## config.mk

```make
export PLATFORM = sky130hd
export DESIGN_NAME = todc_top
export DESIGN_NICKNAME = d
export VERILOG_FILES = /design/src/inc/todc_pkg.sv /design/src/hdl/todc_tick_div.sv /design/src/hdl/todc_top.sv /design/src/hdl/todc_tz_convert.sv
export SDC_FILE = /design/constraint.sdc
export NUM_CORES = 1
export LEC_CHECK = 0
export BUFFER_PORTS_ARGS = -buffer_cell sky130_fd_sc_hd__buf_4
export CAP_MARGIN = 20
export CORE_ASPECT_RATIO = 1.2
export CORE_UTILIZATION = 50
export DETAILED_ROUTE_END_ITERATION = 16
export GPL_TIMING_DRIVEN = 0
export MAX_ROUTING_LAYER = met4
export PLACE_DENSITY = 0.75
export SKIP_LAST_GASP = 1
export SLEW_MARGIN = 20
export SYNTH_ARGS = -nofsm -noshare
export SYNTH_HDL_FRONTEND = slang
export SYNTH_SLANG_ARGS = --single-unit
```

## constraint.sdc

```tcl
create_clock -name pclk -period 6.09 [get_ports pclk]
set_input_delay 1.827 -clock pclk [delete_from_list [all_inputs] [get_ports pclk]]
set_output_delay 1.827 -clock pclk [all_outputs]
set_load 0.01 [all_outputs]
```

## src/inc/todc_pkg.sv

```systemverilog
// constants of the time-of-day clock with zone offset
// Operation
// - seconds field held, range 0 to 59
// - minutes field held, range 0 to 59
// - hours field, 24-hour, range 0 to 23
// - time set loads seconds, minutes, hours
// - time loaded locally or from server
// - day counter restarts on every local or server time load
// - never loaded: days count from power-up
// - processor option loses time at power loss
// - precision option restores time after power cycle
// - signed hour offset limited to plus/minus 12; only processor writes are checked, a load from the store is taken unchecked
// - server time plus offset gives local time
// - last raw server value kept and readable
// - offset saved to non-volatile store on command
package todc_pkg;
  // ****************************************************
  // register map
  // ****************************************************
  localparam logic [7:0] OFS_TIME = 8'h00;
  localparam logic [7:0] OFS_DAYS = 8'h04;
  localparam logic [7:0] OFS_ZONE = 8'h08;
  localparam logic [7:0] OFS_SERVER = 8'h0c;
  localparam logic [7:0] OFS_CTRL = 8'h10;
  localparam int unsigned SEC_LSB = 0;
  localparam int unsigned MIN_LSB = 8;
  localparam int unsigned HOUR_LSB = 16;
  localparam int unsigned SEC_W = 6;
  localparam int unsigned HOUR_W = 5;
  localparam int unsigned ZONE_W = 5;
  localparam int unsigned CTRL_SAVE_BIT = 0;
  localparam int unsigned STAT_LOADED_BIT = 1;
  localparam int unsigned STAT_BUSY_BIT = 2;
  localparam int unsigned STAT_PREC_BIT = 3;
  // ****************************************************
  // field limits and reset values
  // ****************************************************
  localparam logic [5:0] SEC_MAX = 6'h3b;
  localparam logic [5:0] MIN_MAX = 6'h3b;
  localparam logic [4:0] HOUR_MAX = 5'h17;
  localparam logic signed [6:0] HOURS_PER_DAY = 7'sh18;
  localparam logic signed [4:0] ZONE_MAX = 5'sh0c;
  localparam logic signed [4:0] ZONE_MIN = -5'sh0c;
  localparam logic [4:0] ZONE_RESET = 5'h00;
  localparam logic [5:0] SEC_RESET = 6'h00;
  localparam logic [4:0] HOUR_RESET = 5'h00;
  localparam logic [16:0] SECS_PER_DAY = 17'h15180;
  localparam logic [16:0] SECS_PER_HOUR = 17'h00e10;
  localparam logic [16:0] SECS_PER_MIN = 17'h0003c;
  // ****************************************************
  // timing
  // ****************************************************
  localparam int unsigned CLK_HZ = 200_000_000;
  localparam int unsigned TICK_PERIOD_MS = 1000;
  localparam int unsigned TICK_CYCLES = CLK_HZ / 1000 * TICK_PERIOD_MS;
endpackage

```

## src/hdl/todc_tick_div.sv

```systemverilog
// one-second tick divider
`timescale 1ns/1ps
`default_nettype none
module todc_tick_div #(
  parameter int unsigned CYCLES = todc_pkg::TICK_CYCLES
) (
  // clock and reset
  input wire logic pclk,
  input wire logic presetn,
  // control
  input wire logic restart,
  // tick
  output logic tick
);
  initial
  begin
    if (CYCLES < 2)
      $error("tick divider needs at least two cycles");
  end

  logic [31:0] cnt;
  logic [31:0] next_cnt;
  localparam logic [31:0] LAST = 32'(CYCLES - 1);

  always_comb
  begin
    if (restart || cnt == LAST)
      next_cnt = 32'h0000_0000;
    else
      next_cnt = cnt + 32'h0000_0001;
  end

  always_ff @(posedge pclk or negedge presetn)
  begin
    if (!presetn)
      cnt <= 32'h0000_0000;
    else
      cnt <= next_cnt;
  end

  assign tick = (cnt == LAST) && !restart;
endmodule // todc_tick_div
`default_nettype wire

```

## src/hdl/todc_top.sv

```systemverilog
// time-of-day clock with zone offset, APB slave
//
// The implementer's own choices: the APB interface to the registers and the placing of the registers.
`timescale 1ns/1ps
`default_nettype none
module todc_top #(
  parameter int unsigned TICK_CYCLES = todc_pkg::TICK_CYCLES,
  parameter int unsigned DAY_W = 16,
  parameter bit PRECISION_RTC = 1'b0
) (
  // clock and reset
  input wire logic pclk,
  input wire logic presetn,
  // apb slave
  input wire logic psel,
  input wire logic penable,
  input wire logic pwrite,
  input wire logic [7:0] paddr,
  input wire logic [31:0] pwdata,
  output logic [31:0] prdata,
  output logic pready,
  output logic pslverr,
  // network time server reply
  input wire logic srv_valid,
  input wire logic [31:0] srv_value,
  // non-volatile settings store
  output logic nv_save_req,
  output logic [4:0] nv_save_data,
  input wire logic nv_load_valid,
  input wire logic [4:0] nv_load_data,
  // backed-up time restore, precision option
  input wire logic bk_restore_valid,
  input wire logic [5:0] bk_restore_sec,
  input wire logic [5:0] bk_restore_min,
  input wire logic [4:0] bk_restore_hour,
  // current time
  output logic [5:0] seconds_field,
  output logic [5:0] minutes_field,
  output logic [4:0] hours_field,
  output logic [DAY_W-1:0] elapsed_day_count
);
  initial
  begin
    if (DAY_W < 1 || DAY_W > 32)
      $error("day counter width must be 1 to 32");
  end

  // ****************************************************
  // apb decode
  // ****************************************************
  logic setup;
  logic access;
  logic hit_time, hit_days, hit_zone, hit_server, hit_ctrl;
  logic mapped;
  logic time_ok;
  logic zone_ok;
  logic bad;
  logic wr_time, wr_zone, wr_ctrl;
  logic signed [4:0] zone_in;

  assign setup = psel && !penable;
  assign access = psel && penable;
  assign hit_time = (paddr == todc_pkg::OFS_TIME);
  assign hit_days = (paddr == todc_pkg::OFS_DAYS);
  assign hit_zone = (paddr == todc_pkg::OFS_ZONE);
  assign hit_server = (paddr == todc_pkg::OFS_SERVER);
  assign hit_ctrl = (paddr == todc_pkg::OFS_CTRL);
  assign mapped = hit_time || hit_days || hit_zone || hit_server ||
                  hit_ctrl;
  // fields out of range are refused, time stays as it was
  assign time_ok =
    (pwdata[todc_pkg::SEC_LSB +: todc_pkg::SEC_W] <=
     todc_pkg::SEC_MAX) &&
    (pwdata[todc_pkg::MIN_LSB +: todc_pkg::SEC_W] <=
     todc_pkg::MIN_MAX) &&
    (pwdata[todc_pkg::HOUR_LSB +: todc_pkg::HOUR_W] <=
     todc_pkg::HOUR_MAX);
  assign zone_in = $signed(pwdata[todc_pkg::ZONE_W-1:0]);
  assign zone_ok = (zone_in <= todc_pkg::ZONE_MAX) &&
                   (zone_in >= todc_pkg::ZONE_MIN) &&
                   (pwdata[31:todc_pkg::ZONE_W] ==
                    {(32 - todc_pkg::ZONE_W){pwdata[4]}});
  always_comb
  begin
    bad = !mapped;
    if (pwrite)
    begin
      if (hit_days || hit_server)
        bad = 1'b1;
      else if (hit_time && !time_ok)
        bad = 1'b1;
      else if (hit_zone && !zone_ok)
        bad = 1'b1;
    end
  end

  assign pready = 1'b1;
  assign pslverr = access && bad;
  assign wr_time = access && pwrite && hit_time && !bad;
  assign wr_zone = access && pwrite && hit_zone && !bad;
  assign wr_ctrl = access && pwrite && hit_ctrl && !bad;

  // ****************************************************
  // tick and server conversion
  // ****************************************************
  logic tick;
  logic restart;
  logic conv_busy;
  logic conv_done;
  logic [5:0] conv_sec, conv_min;
  logic [4:0] conv_hour;
  logic bk_load;

  assign bk_load = PRECISION_RTC && bk_restore_valid;
  // a fresh load starts a fresh second
  assign restart = wr_time || conv_done || bk_load;

  todc_tick_div #(
    .CYCLES(TICK_CYCLES)
  ) u_tick (
    .pclk(pclk),
    .presetn(presetn),
    .restart(restart),
    .tick(tick)
  );

  // ****************************************************
  // zone offset, server value, settings save
  // ****************************************************
  logic [4:0] current_zone_offset, next_zone;
  logic [31:0] last_server_value, next_server;
  logic next_save_req;
  logic [4:0] next_save_data;

  todc_tz_convert u_conv (
    .pclk(pclk),
    .presetn(presetn),
    .start(srv_valid),
    .value(srv_value),
    .offset(current_zone_offset),
    .busy(conv_busy),
    .done(conv_done),
    .sec(conv_sec),
    .min(conv_min),
    .hour(conv_hour)
  );

  always_comb
  begin
    next_zone = current_zone_offset;
    next_server = last_server_value;
    next_save_req = 1'b0;
    next_save_data = nv_save_data;
    if (wr_zone)
      next_zone = pwdata[todc_pkg::ZONE_W-1:0];
    else if (nv_load_valid)
      next_zone = nv_load_data;
    if (srv_valid)
      next_server = srv_value;
    if (wr_ctrl && pwdata[todc_pkg::CTRL_SAVE_BIT])
    begin
      next_save_req = 1'b1;
      next_save_data = current_zone_offset;
    end
  end

  always_ff @(posedge pclk or negedge presetn)
  begin
    if (!presetn)
    begin
      current_zone_offset <= todc_pkg::ZONE_RESET;
      last_server_value <= 32'h0000_0000;
      nv_save_req <= 1'b0;
      nv_save_data <= todc_pkg::ZONE_RESET;
    end
    else
    begin
      current_zone_offset <= next_zone;
      last_server_value <= next_server;
      nv_save_req <= next_save_req;
      nv_save_data <= next_save_data;
    end
  end

  // ****************************************************
  // time keeping
  // ****************************************************
  logic [5:0] next_sec, next_min;
  logic [4:0] next_hour;
  logic [DAY_W-1:0] next_days;
  logic loaded, next_loaded;
  localparam logic [DAY_W-1:0] DAY_ONE = DAY_W'(1);

  always_comb
  begin
    next_sec = seconds_field;
    next_min = minutes_field;
    next_hour = hours_field;
    next_days = elapsed_day_count;
    next_loaded = loaded;
    if (wr_time)
    begin
      next_sec = pwdata[todc_pkg::SEC_LSB +: todc_pkg::SEC_W];
      next_min = pwdata[todc_pkg::MIN_LSB +: todc_pkg::SEC_W];
      next_hour = pwdata[todc_pkg::HOUR_LSB +: todc_pkg::HOUR_W];
      next_days = '0;
      next_loaded = 1'b1;
    end
    else if (conv_done)
    begin
      next_sec = conv_sec;
      next_min = conv_min;
      next_hour = conv_hour;
      next_days = '0;
      next_loaded = 1'b1;
    end
    else if (bk_load)
    begin
      next_sec = bk_restore_sec;
      next_min = bk_restore_min;
      next_hour = bk_restore_hour;
      next_loaded = 1'b1;
    end
    else if (tick)
    begin
      if (seconds_field >= todc_pkg::SEC_MAX)
      begin
        next_sec = todc_pkg::SEC_RESET;
        if (minutes_field >= todc_pkg::MIN_MAX)
        begin
          next_min = todc_pkg::SEC_RESET;
          if (hours_field >= todc_pkg::HOUR_MAX)
          begin
            next_hour = todc_pkg::HOUR_RESET;
            next_days = elapsed_day_count + DAY_ONE;
          end
          else
            next_hour = hours_field + 5'h01;
        end
        else
          next_min = minutes_field + 6'h01;
      end
      else
        next_sec = seconds_field + 6'h01;
    end
  end

  // time is lost at power loss: reset clears it
  always_ff @(posedge pclk or negedge presetn)
  begin
    if (!presetn)
    begin
      seconds_field <= todc_pkg::SEC_RESET;
      minutes_field <= todc_pkg::SEC_RESET;
      hours_field <= todc_pkg::HOUR_RESET;
      elapsed_day_count <= '0;
      loaded <= 1'b0;
    end
    else
    begin
      seconds_field <= next_sec;
      minutes_field <= next_min;
      hours_field <= next_hour;
      elapsed_day_count <= next_days;
      loaded <= next_loaded;
    end
  end

  // ****************************************************
  // read data
  // ****************************************************
  logic [31:0] next_prdata;
  logic [31:0] rd_word;

  always_comb
  begin
    rd_word = 32'h0000_0000;
    if (hit_time)
    begin
      rd_word[todc_pkg::SEC_LSB +: todc_pkg::SEC_W] = seconds_field;
      rd_word[todc_pkg::MIN_LSB +: todc_pkg::SEC_W] = minutes_field;
      rd_word[todc_pkg::HOUR_LSB +: todc_pkg::HOUR_W] = hours_field;
    end
    else if (hit_days)
      rd_word[DAY_W-1:0] = elapsed_day_count;
    else if (hit_zone)
      rd_word = {{(32 - todc_pkg::ZONE_W){current_zone_offset[4]}},
                 current_zone_offset};
    else if (hit_server)
      rd_word = last_server_value;
    else if (hit_ctrl)
    begin
      rd_word[todc_pkg::STAT_LOADED_BIT] = loaded;
      rd_word[todc_pkg::STAT_BUSY_BIT] = conv_busy;
      rd_word[todc_pkg::STAT_PREC_BIT] = PRECISION_RTC;
    end
    next_prdata = prdata;
    if (setup && !pwrite)
      next_prdata = rd_word;
  end

  always_ff @(posedge pclk or negedge presetn)
  begin
    if (!presetn)
      prdata <= 32'h0000_0000;
    else
      prdata <= next_prdata;
  end
endmodule // todc_top
`default_nettype wire

```

## src/hdl/todc_tz_convert.sv

```systemverilog
// server seconds to local hours, minutes, seconds
`timescale 1ns/1ps
`default_nettype none
module todc_tz_convert (
  // clock and reset
  input wire logic pclk,
  input wire logic presetn,
  // request
  input wire logic start,
  input wire logic [31:0] value,
  input wire logic [4:0] offset,
  // result
  output logic busy,
  output logic done,
  output logic [5:0] sec,
  output logic [5:0] min,
  output logic [4:0] hour
);
  typedef enum logic [2:0] {CV_IDLE, CV_DIV, CV_HOUR, CV_MIN, CV_ZONE}
    todc_cv_state_e;
  todc_cv_state_e state, next_state;
  logic [31:0] src, next_src;
  logic [16:0] rem, next_rem;
  logic [4:0] cnt, next_cnt, hr, next_hr, off, next_off;
  logic [5:0] mn, next_mn, next_sec, next_min;
  logic [4:0] next_hour;
  logic next_done;
  logic [17:0] rem_sh;
  logic signed [6:0] adj;

  always_comb
  begin
    next_state = state;
    next_src = src;
    next_rem = rem;
    next_cnt = cnt;
    next_hr = hr;
    next_mn = mn;
    next_off = off;
    next_sec = sec;
    next_min = min;
    next_hour = hour;
    next_done = 1'b0;
    rem_sh = {rem, src[31]};
    adj = $signed({2'b00, hr}) + $signed({{2{off[4]}}, off});
    if (adj < 7'sh00)
      adj = adj + todc_pkg::HOURS_PER_DAY;
    else if (adj >= todc_pkg::HOURS_PER_DAY)
      adj = adj - todc_pkg::HOURS_PER_DAY;
    if (start)
    begin
      next_state = CV_DIV;
      next_src = value;
      next_rem = 17'h00000;
      next_cnt = 5'h00;
      next_hr = 5'h00;
      next_mn = 6'h00;
      next_off = offset;
    end
    else
    begin
      unique case (state)
        CV_IDLE: ;
        CV_DIV:
        begin
          // seconds of the day: value modulo one day
          if (rem_sh >= {1'b0, todc_pkg::SECS_PER_DAY})
            next_rem = 17'(rem_sh - {1'b0, todc_pkg::SECS_PER_DAY});
          else
            next_rem = rem_sh[16:0];
          next_src = {src[30:0], 1'b0};
          next_cnt = cnt + 5'h01;
          if (cnt == 5'h1f)
            next_state = CV_HOUR;
        end
        CV_HOUR:
          if (rem >= todc_pkg::SECS_PER_HOUR)
          begin
            next_rem = rem - todc_pkg::SECS_PER_HOUR;
            next_hr = hr + 5'h01;
          end
          else
            next_state = CV_MIN;
        CV_MIN:
          if (rem >= todc_pkg::SECS_PER_MIN)
          begin
            next_rem = rem - todc_pkg::SECS_PER_MIN;
            next_mn = mn + 6'h01;
          end
          else
            next_state = CV_ZONE;
        CV_ZONE:
        begin
          next_sec = rem[5:0];
          next_min = mn;
          next_hour = adj[4:0];
          next_done = 1'b1;
          next_state = CV_IDLE;
        end
      endcase
    end
  end

  always_ff @(posedge pclk or negedge presetn)
  begin
    if (!presetn)
    begin
      state <= CV_IDLE;
      src <= 32'h0000_0000;
      rem <= 17'h00000;
      cnt <= 5'h00;
      hr <= 5'h00;
      mn <= 6'h00;
      off <= 5'h00;
      sec <= 6'h00;
      min <= 6'h00;
      hour <= 5'h00;
      done <= 1'b0;
    end
    else
    begin
      state <= next_state;
      src <= next_src;
      rem <= next_rem;
      cnt <= next_cnt;
      hr <= next_hr;
      mn <= next_mn;
      off <= next_off;
      sec <= next_sec;
      min <= next_min;
      hour <= next_hour;
      done <= next_done;
    end
  end

  assign busy = (state != CV_IDLE);
endmodule // todc_tz_convert
`default_nettype wire

```

-- After elaboration in Yosys (flattened, before gate mapping)
Cells that the tools add are included.
- mux-type cells: 68
- equal/unequal tests: 16
- add/sub/neg operators: 14
- magnitude comparators: 13
- reduce and logical (&&, ||, !) cells: 56
- bitwise gates (word level): 1
- operators with widths (cell ; count):
    16-bit 2-to-1 mux ; 8
    32-bit 2-to-1 mux ; 4
    6-bit 2-to-1 mux ; 14
    5-bit 2-to-1 mux ; 16
    17-bit 2-to-1 mux ; 4
    17-bit case mux with 3 select lines ; 1
    32-bit by 1-bit adder with 32-bit output (second input constant) ; 1
    32-bit by 28-bit equality test with 1-bit output (second input constant) ; 1
    28-bit 2-to-1 mux ; 1
    27-bit equality test ; 1
    1-bit logical AND ; 19
    6-bit by 1-bit adder with 6-bit output (second input constant) ; 3
    18-bit by 17-bit greater-or-equal comparator with 1-bit output (second input constant) ; 1
    17-bit by 12-bit greater-or-equal comparator with 1-bit output (second input constant) ; 1
    17-bit by 6-bit greater-or-equal comparator with 1-bit output (second input constant) ; 1
    17-bit by 12-bit subtractor with 17-bit output (second input constant) ; 1
    17-bit subtractor (second input constant) ; 1
    17-bit by 6-bit subtractor with 17-bit output (second input constant) ; 1
    16-bit by 1-bit adder with 16-bit output (second input constant) ; 1
    8-bit by 4-bit equality test with 1-bit output (second input constant) ; 2
    5-bit by 1-bit adder with 5-bit output (second input constant) ; 3
    3-bit 2-to-1 mux ; 5
    3-bit nonzero test ; 5
    2-bit nonzero test ; 7
    30 further kinds ; 66
- input port bits: 102
- bits in registers: 232
- output and inout port bits: 73
- word-level logic and storage cells: 190

-- Depth between registers and ports, before layout
Gate-level depths: netlist of run 1.
- depth in word-level cells: 18
- depth in mapped cells: 11
- mapped depth without buffers: 11

-- By module
From an unflattened synthesis of run 1, not the netlist that was laid out.
- cells, all modules: 1289
- area, all modules: 12599.6 um^2
- by module, submodules not included (module ; area each (um^2) ; seq. area each (um^2) ; cells an instance ; times used):
    todc_top ; 5625.4 ; 2727.6 ; 559 ; 1
    todc_tz_convert ; 5332.6 ; 2277.2 ; 562 ; 1
    todc_tick_div ; 1641.6 ; 800.8 ; 168 ; 1

-- Worst setup path after synthesis of run 1
OpenSTA, ideal clock, no wires.
- path kind: input -> output
- from: input pwdata[4]
- to: output pslverr
- path buffers: 1
- data arrival time: 3101 ps
- stages: 7
- path slack: 1162 ps
- required time: 4263 ps
- cells stage by stage: clkbuf_1 > nor4_1 > a21oi_1 > a2111oi_0 > a21oi_1 > o2bb2ai_1 > and3_1
- longest elaborated chain between the ends: 10
- elaborated cells on any way between the ends: 17
- those cells by class: order compare: 3; eq/ne: 1; mux: 4; reduce/logical: 9
- ends and longest elaborated chain (element ; RTL line ; text):
    from (decl) ; todc_top.sv:19 ; input wire logic [31:0] pwdata,
    5-bit <= comparator / 5-bit greater-or-equal comparator (equally long branches) ; todc_top.sv:79, todc_top.sv:80 ;
    1-bit logical AND ; todc_top.sv:79 ; assign zone_ok = (zone_in <= todc_pkg::ZONE_MAX) &&
    1-bit logical AND ; todc_top.sv:80 ; (zone_in >= todc_pkg::ZONE_MIN) &&
    1-bit zero test ; todc_top.sv:92 ; else if (hit_zone && !zone_ok)
    1-bit logical AND ; todc_top.sv:92 ;
    1-bit 2-to-1 mux ; todc_top.sv:92 ;
    1-bit 2-to-1 mux (*) ; todc_top.sv:90 ; else if (hit_time && !time_ok)
    1-bit 2-to-1 mux (*) ; todc_top.sv:88 ; if (hit_days || hit_server)
    1-bit 2-to-1 mux (*) ; todc_top.sv:86 ; if (pwrite)
    1-bit logical AND (*) ; todc_top.sv:98 ; assign pslverr = access && bad;
    to (decl) ; todc_top.sv:22 ; output logic pslverr,
Every way passes the cells marked *; elsewhere a longest branch is shown, timed or not.

-- Worst setup path in the final report of run 1
Ends and elaborated chain as after synthesis.

==> results of run 1 <==
==> routing by layer <==
metal  routed length (um)  part of all wire [%]  GRT usage (%)
met1                13850                    40          35.44
met2                17010                    49          47.34
met3                 2145                   6.2          4.099
met4                 1361                   4.0          11.84
met5                    0                     0              -
==> worst max-delay path: stages <==
cell and delay (ns):
buf_4 0.12, clkbuf_1 0.27, nor4_1 0.59, a21oi_1 0.19
a2111oi_0 0.33, a21oi_1 0.20, o2bb2ai_1 0.16, and3_1 0.20
buf_4 0.15
==> cell families (layout without fill, tap and decap cells) <==
kind of cell	count (synthesis)	count (layout)	synth area share, %
AO/OA/AOI/OAI	332	332	16.31
AND/OR/NAND/NOR	456	456	18.27
other	1	1	0.03102
flip-flops	232	232	48.02
XOR/XNOR	65	65	4.709
buffers and inverters	130	329	4.067
multiplexers	66	66	5.961
adder cells (fa/ha/maj)	25	25	2.629
==> power by group through the flow <==
stage,clock [mW],combinational [mW],sequential (mW)
2_1_floorplan,0,0.195,1.70
3_3_place_gp,0,0.332,1.72
3_5_place_dp,0,0.349,1.72
4_1_cts,1.63,0.353,1.70
5_1_grt,1.69,0.395,1.71
6_report,1.62,0.352,1.70
==> through the flow <==
step	setup WS [ns]	power [mW]	instance area [sq um]	util [%]	hold WS (ns)
after floorplan	1.162	1.896	12090	-	0.4245
after global routing	0.1684	3.789	14590	62.27	0.4734
after CTS	0.2678	3.680	14590	62.27	0.4577
final	0.2258	3.667	14590	62.27	0.4614
after global placement	0.2300	2.055	13630	58.18	0.4424
after detailed placement	0.2634	2.074	13700	58.47	0.4502
==> registers in the layout, summed over array words and instances, names as in the netlist, 6 cells and up <==
name               cells
prdata                32
u_conv.mn              6
u_conv.min             6
u_conv.rem            17
minutes_field          6
u_tick.cnt            32
elapsed_day_count     16
u_conv.sec             6
seconds_field          6
last_server_value     32
u_conv.src            32
==> cell usage in the layout (no fill, tap or decap), types with 24 or more instances in the layout <==
cell type  synthesis  routed
a21oi_1           72      72
and3_1            25      25
buf_4              1     153
clkbuf_1          68      69
clkbuf_16          0      25
dfrtp_1          232     232
inv_1             53      53
mux2i_1           45      45
nand2_1          146     146
nand3_1           33      33
nand4_1           26      26
nor2_1           116     116
nor3_1            24      24
o21ai_0          147     147
xnor2_1           28      28
xor2_1            37      37
==> layout make-up <==
cell class | instances | area share [%]
Clock inverter | 5 | 0.5659
Inverter | 54 | 1.389
Buffer | 76 | 1.981
Multi-Input combinational cell | 945 | 39.74
Tap cell | 315 | 2.701
Sequential cell | 232 | 39.79
Timing Repair Buffer | 155 | 8.300
Clock buffer | 39 | 5.539
==> synthesized netlist by cell type (26+ instances only) <==
| cell type | count | share of area (%) |
|---|---|---|
| a21oi_1 | 72 | 3.0 |
| clkbuf_1 | 68 | 2.1 |
| dfrtp_1 | 232 | 48 |
| inv_1 | 53 | 1.6 |
| mux2i_1 | 45 | 3.7 |
| nand2_1 | 146 | 4.5 |
| nand3_1 | 33 | 1.4 |
| nand4_1 | 26 | 1.3 |
| nor2_1 | 116 | 3.6 |
| o21ai_0 | 147 | 6.1 |
| xnor2_1 | 28 | 2.0 |
| xor2_1 | 37 | 2.7 |
==> final timing paths <==
path | start | end | slack [ns]
max reg2reg | u_conv.rem[14] | u_conv.rem[8] | 2.70
min in group asynchronous | presetn | u_tick.cnt[17] | 1.23
min reg2reg | u_tick.cnt[0] | u_tick.cnt[0] | 0.46
max in group asynchronous | presetn | prdata[6] | 4.03
max | pwdata[4] | pslverr | 0.23
min | u_tick.cnt[0] | u_tick.cnt[0] | 0.46
==> impl_metrics.yaml, run 1 <==
final_layout:
  antenna_cells: 0
  regArea_sq_mm: 0.005806
  nets: 1615
  drive_gt1_share_pct: 15.41
  num-fill-cells: 1997
  area_delta_synth_final_pct: 20.70
  multiInputGateArea_sq_mm: 0.005798
  instances_no_fill: 1821
critical_path:
  worstPathRequired_ns: 4.26
  critPathLaunchType: "input port"
  path_class: "in2out"
  r2r_cells: 9
  cp.arrival_ns: 4.04
  crit_path_max_fanout: 10
  end_kind: "primary output"
timing:
  layout_min_cycle_time_ns: 5.864
  fmax_ghz: 0.1705
  finalCritPeriodShare_pct: 96.29
  setup_violations: 0
  finalClockSkew_ns: 0.01471
  tns_ns: 0
  worstMarginPinSlew_ns: 0.9909
  rsz0062_at_grt: "false"
  hold_viol_final: 0
  max_slew_margin_pct: 33.49
  slew_violations: 0
pwr:
  comb_power_share_pct: 9.6
  switching_share_pct: 24.49
  p_leak_nw: 6.983
  power.density_mw_per_mm2: 251.3
  p_sw_uw: 898.1
  power_frac_seq_pct: 46.3
  p_int_mw: 2.769
  vdd_ir_drop_max_mv: 0.2330
  pwr-share-clk_pct: 44.1
worst_hold_path:
  hold_class: "reg2reg"
  min_path_cells: 1
yosys:
  ys_async_sr_fraction_pct: 100.0
  ys_types: 67
  yosys_register_bits: 232
  syn-cell-area_sq_mm: 0.01209
  synth_warnings: 0
  synth_cells: 1307
  seq_area_frac_synth_pct: 48.02
  ys.flop_type: "dfrtp_1"
  syn_avg_cell_area_sq_um: 9.249
  synth_fp_nets: 1433
  synth_edf_count: 0
outcome:
  status: "completed"
grt:
  antenna_found_initial: 0
  first_global_vias: 10320
  grt_max_degree: 98
  track_usage_pct: 28.74
  grt_pass1_wl_mm: 53.87
  grt_remaining_overflow: 0
clock_tree:
  cts_sinks: 232
  htreeDepth: 1
  ctsHoldBuffers: 0
  clock_path_buffers: 3
  clkTransAtPathRegs_ns: 0.06
  cts_tree: "built"
  cts_setup_buffers: 0
  post_cts_resized: 0
  insertion_delay_ns: 0.52
  cts_root_buffer: "clkbuf_16"
  cts_made_buffers: 25
place:
  io_buffers: 153
  dp.cells: 1777
  dpl.hpwl_mm: 25.54
  gp_congestion: 0.9168
route:
  drc: 0
  ant_nets: 0
  dr.pass1.iters: 5
  post_drt_wl_per_cell_um: 18.87
  viasPerCell: 5.892
  drt-initial-drc-count: 758
  vias: 10730
  postRouteWirelength_mm: 34.36
floorplan:
  die-area_sq_mm: 0.02481
  die_y_um: 172.3
  rows: 61
  core_sq_mm: 0.02343
  fp.dieW_um: 143.9
  start_util_pct: 51.59
  ios: 175
job:
  drv_cap: 0
No activity file was read; power rests on OpenSTA's default activity.
==> inputs of run 2 (changes only) <==
--- a/config.mk
+++ b/config.mk
@@ -5,10 +5,12 @@
 export SDC_FILE = /design/constraint.sdc
 export NUM_CORES = 1
 export LEC_CHECK = 0
+export ABC_AREA = 1
 export BUFFER_PORTS_ARGS = -buffer_cell sky130_fd_sc_hd__buf_4
 export CAP_MARGIN = 20
 export CORE_ASPECT_RATIO = 1.2
 export CORE_UTILIZATION = 50
+export CTS_BUF_LIST = sky130_fd_sc_hd__clkbuf_16
 export DETAILED_ROUTE_END_ITERATION = 16
 export GPL_TIMING_DRIVEN = 0
 export MAX_ROUTING_LAYER = met4
==> impl_metrics.yaml, run 2 <==
yosys:
  synth_warnings: 0
  synth_area_leaders: "dfrtp_1 44%, nand2_1 12%, o21ai_0 5.6%"
  synth_edf_count: 0
  yosys_register_bits: 232
  synth_cells: 1714
  synth_top_cell_area_share_pct: 43.82
  ys.flop_type: "dfrtp_1"
  syn_avg_cell_area_sq_um: 7.729
  yosys.area.top_type: "dfrtp_1"
  synth_commonest_cells: "423 x nand2_1, 232 x dfrtp_1, 182 x nor2_1, 147 x o21ai_0, 141 x inv_1"
  ys_types: 55
  yosysMostFrequentCell: "nand2_1"
  ys_async_sr_fraction_pct: 100.0
  synth_fp_nets: 1840
  syn-cell-area_sq_mm: 0.01325
  seq_area_frac_synth_pct: 43.82
worst_hold_path:
  hold_class: "reg2reg"
floorplan:
  fp.dieW_um: 150.6
  start_util_pct: 51.38
  core_sq_mm: 0.02578
  ios: 175
  rows: 64
  die-area_sq_mm: 0.02715
  die_y_um: 180.3
final_layout:
  final_common_cell: "nand2_1"
  nets: 2023
  instances_no_fill: 2245
  drive_gt1_share_pct: 15.67
  antenna_cells: 0
  area_delta_synth_final_pct: 18.59
  final_cell_mix: "423 x nand2_1, 232 x dfrtp_1, 182 x nor2_1, 158 x buf_4, 147 x o21ai_0"
clock_tree:
  cts_tree: "built"
  cts_made_buffers: 25
  ctsHoldBuffers: 0
  cts_setup_buffers: 0
  post_cts_resized: 0
  cts_root_buffer: "clkbuf_16"
  clock_path_buffers: 3
  cts_sinks: 232
  clkTransAtPathRegs_ns: 0.06
  insertion_delay_ns: 0.54
  htreeDepth: 1
critical_path:
  slowest_delay_ns: 0.35
  cp.arrival_ns: 3.71
  end_kind: "primary output"
  path_class: "in2out"
  crit_path_max_fanout: 10
  critPathSlowestCell: "nor3_2"
  critPathLaunchType: "input port"
  worstPathRequired_ns: 4.26
  cp_cell_sequence: "buf_4 -> nor2_4 -> nand3_2 -> nor3_2 -> or2_1 -> buf_2 -> buf_2 -> nand2_1 -> and3_1 -> buf_4"
pwr:
  power_mw: 5.435
  p_leak_nw: 7.823
  vdd_ir_drop_max_mv: 0.2452
  power.density_mw_per_mm2: 346.0
route:
  vias: 12660
  ant_nets: 0
  viasPerCell: 5.641
  drt-initial-drc-count: 785
  post_drt_wl_per_cell_um: 17.90
  dr.pass1.iters: 5
  drc: 0
  postRouteWirelength_mm: 40.19
timing:
  layout_min_cycle_time_ns: 5.532
  setup_violations: 0
  hold_viol_final: 0
  finalClockSkew_ns: 0.02031
  slew_violations: 0
  rsz0062_at_grt: "false"
  max_slew_margin_pct: 40.13
  fmax_ghz: 0.1808
  tns_ns: 0
  worstMarginPinSlew_ns: 0.8912
  finalCritPeriodShare_pct: 90.84
grt:
  track_usage_pct: 30.92
  grt_max_degree: 88
  grt_remaining_overflow: 0
  antenna_found_initial: 0
  first_global_vias: 12240
  grt_pass1_wl_mm: 64.45
place:
  io_buffers: 154
  gp_congestion: 0.9793
  dp.cells: 2200
  dpl.hpwl_mm: 30.43
job:
  drv_cap: 0
outcome:
  status: "completed"
[run 2: area by class of cell]
type,count,area (sq um)
plain buffers,64,312.8
clock buffers,25,625.6
clock inverters,20,205.2
fillers,2299,10070
inverters,166,623.1
multi-input cells,1252,6506
flip-flops and latches,232,5806
well taps,330,412.9
repair buffers,156,1219
[run 2: critical path, delay by kind of cell]
kind	cells	cell delay (ns)
and+or+nand+nor	6	1.20
buffers and inverters	4	0.67
[run 2: final timing paths]
kind | slack (ns) | cells past startpoint | end | start
max reg2reg | 3.59 | 14 | u_conv.rem[12] | u_conv.rem[7]
min | 0.46 | 1 | u_tick.cnt[0] | u_tick.cnt[0]
min in group asynchronous | 1.24 | 1 | elapsed_day_count[7] | presetn
max | 0.56 | 10 | pslverr | paddr[1]
min reg2reg | 0.46 | 1 | u_tick.cnt[0] | u_tick.cnt[0]
max in group asynchronous | 4.01 | 2 | u_conv.rem[12] | presetn
[run 2: cells by family after synthesis]
logic type / Yosys count / share of synthesized area, %
and+or+nand+nor: 885 / 30.91
AOI/OAI and AO/OA: 281 / 11.82
DFF: 232 / 43.82
buffers and inverters: 230 / 7.065
xor gates and xnor gates: 61 / 4.033
adders and majority gates: 24 / 2.323
other: 1 / 0.02831
[run 2: layer usage]
metal  track usage, %  part of all wire, %  vias up
met2            49.36                   48      503
met3            4.177                  7.4       80
met4            9.040                  2.6        0
met5                -                    0        -
met1            40.85                   42     6002
li1                 -                    -     6079
[run 2: power breakdown]
group / switching (mW) / internal (mW) / total (mW) / leakage (nW)
Clock: 0.663 / 0.886 / 1.55 / 0.405
Sequential: 0.281 / 1.84 / 2.12 / 3.01
Combinational: 1.15 / 0.618 / 1.77 / 4.41
[run 2: per-stage QoR]
step	util [%]	cell area, sq um	hold slack (ns)	setup slack [ns]
final	60.93	15710	0.4633	0.5577
after global routing	60.93	15710	0.4807	0.4484
after CTS	60.93	15710	0.4624	0.5950
after detailed placement	57.71	14880	0.4538	0.6076
after global placement	57.46	14820	0.4478	0.6139
after floorplan	-	13250	0.4258	1.248
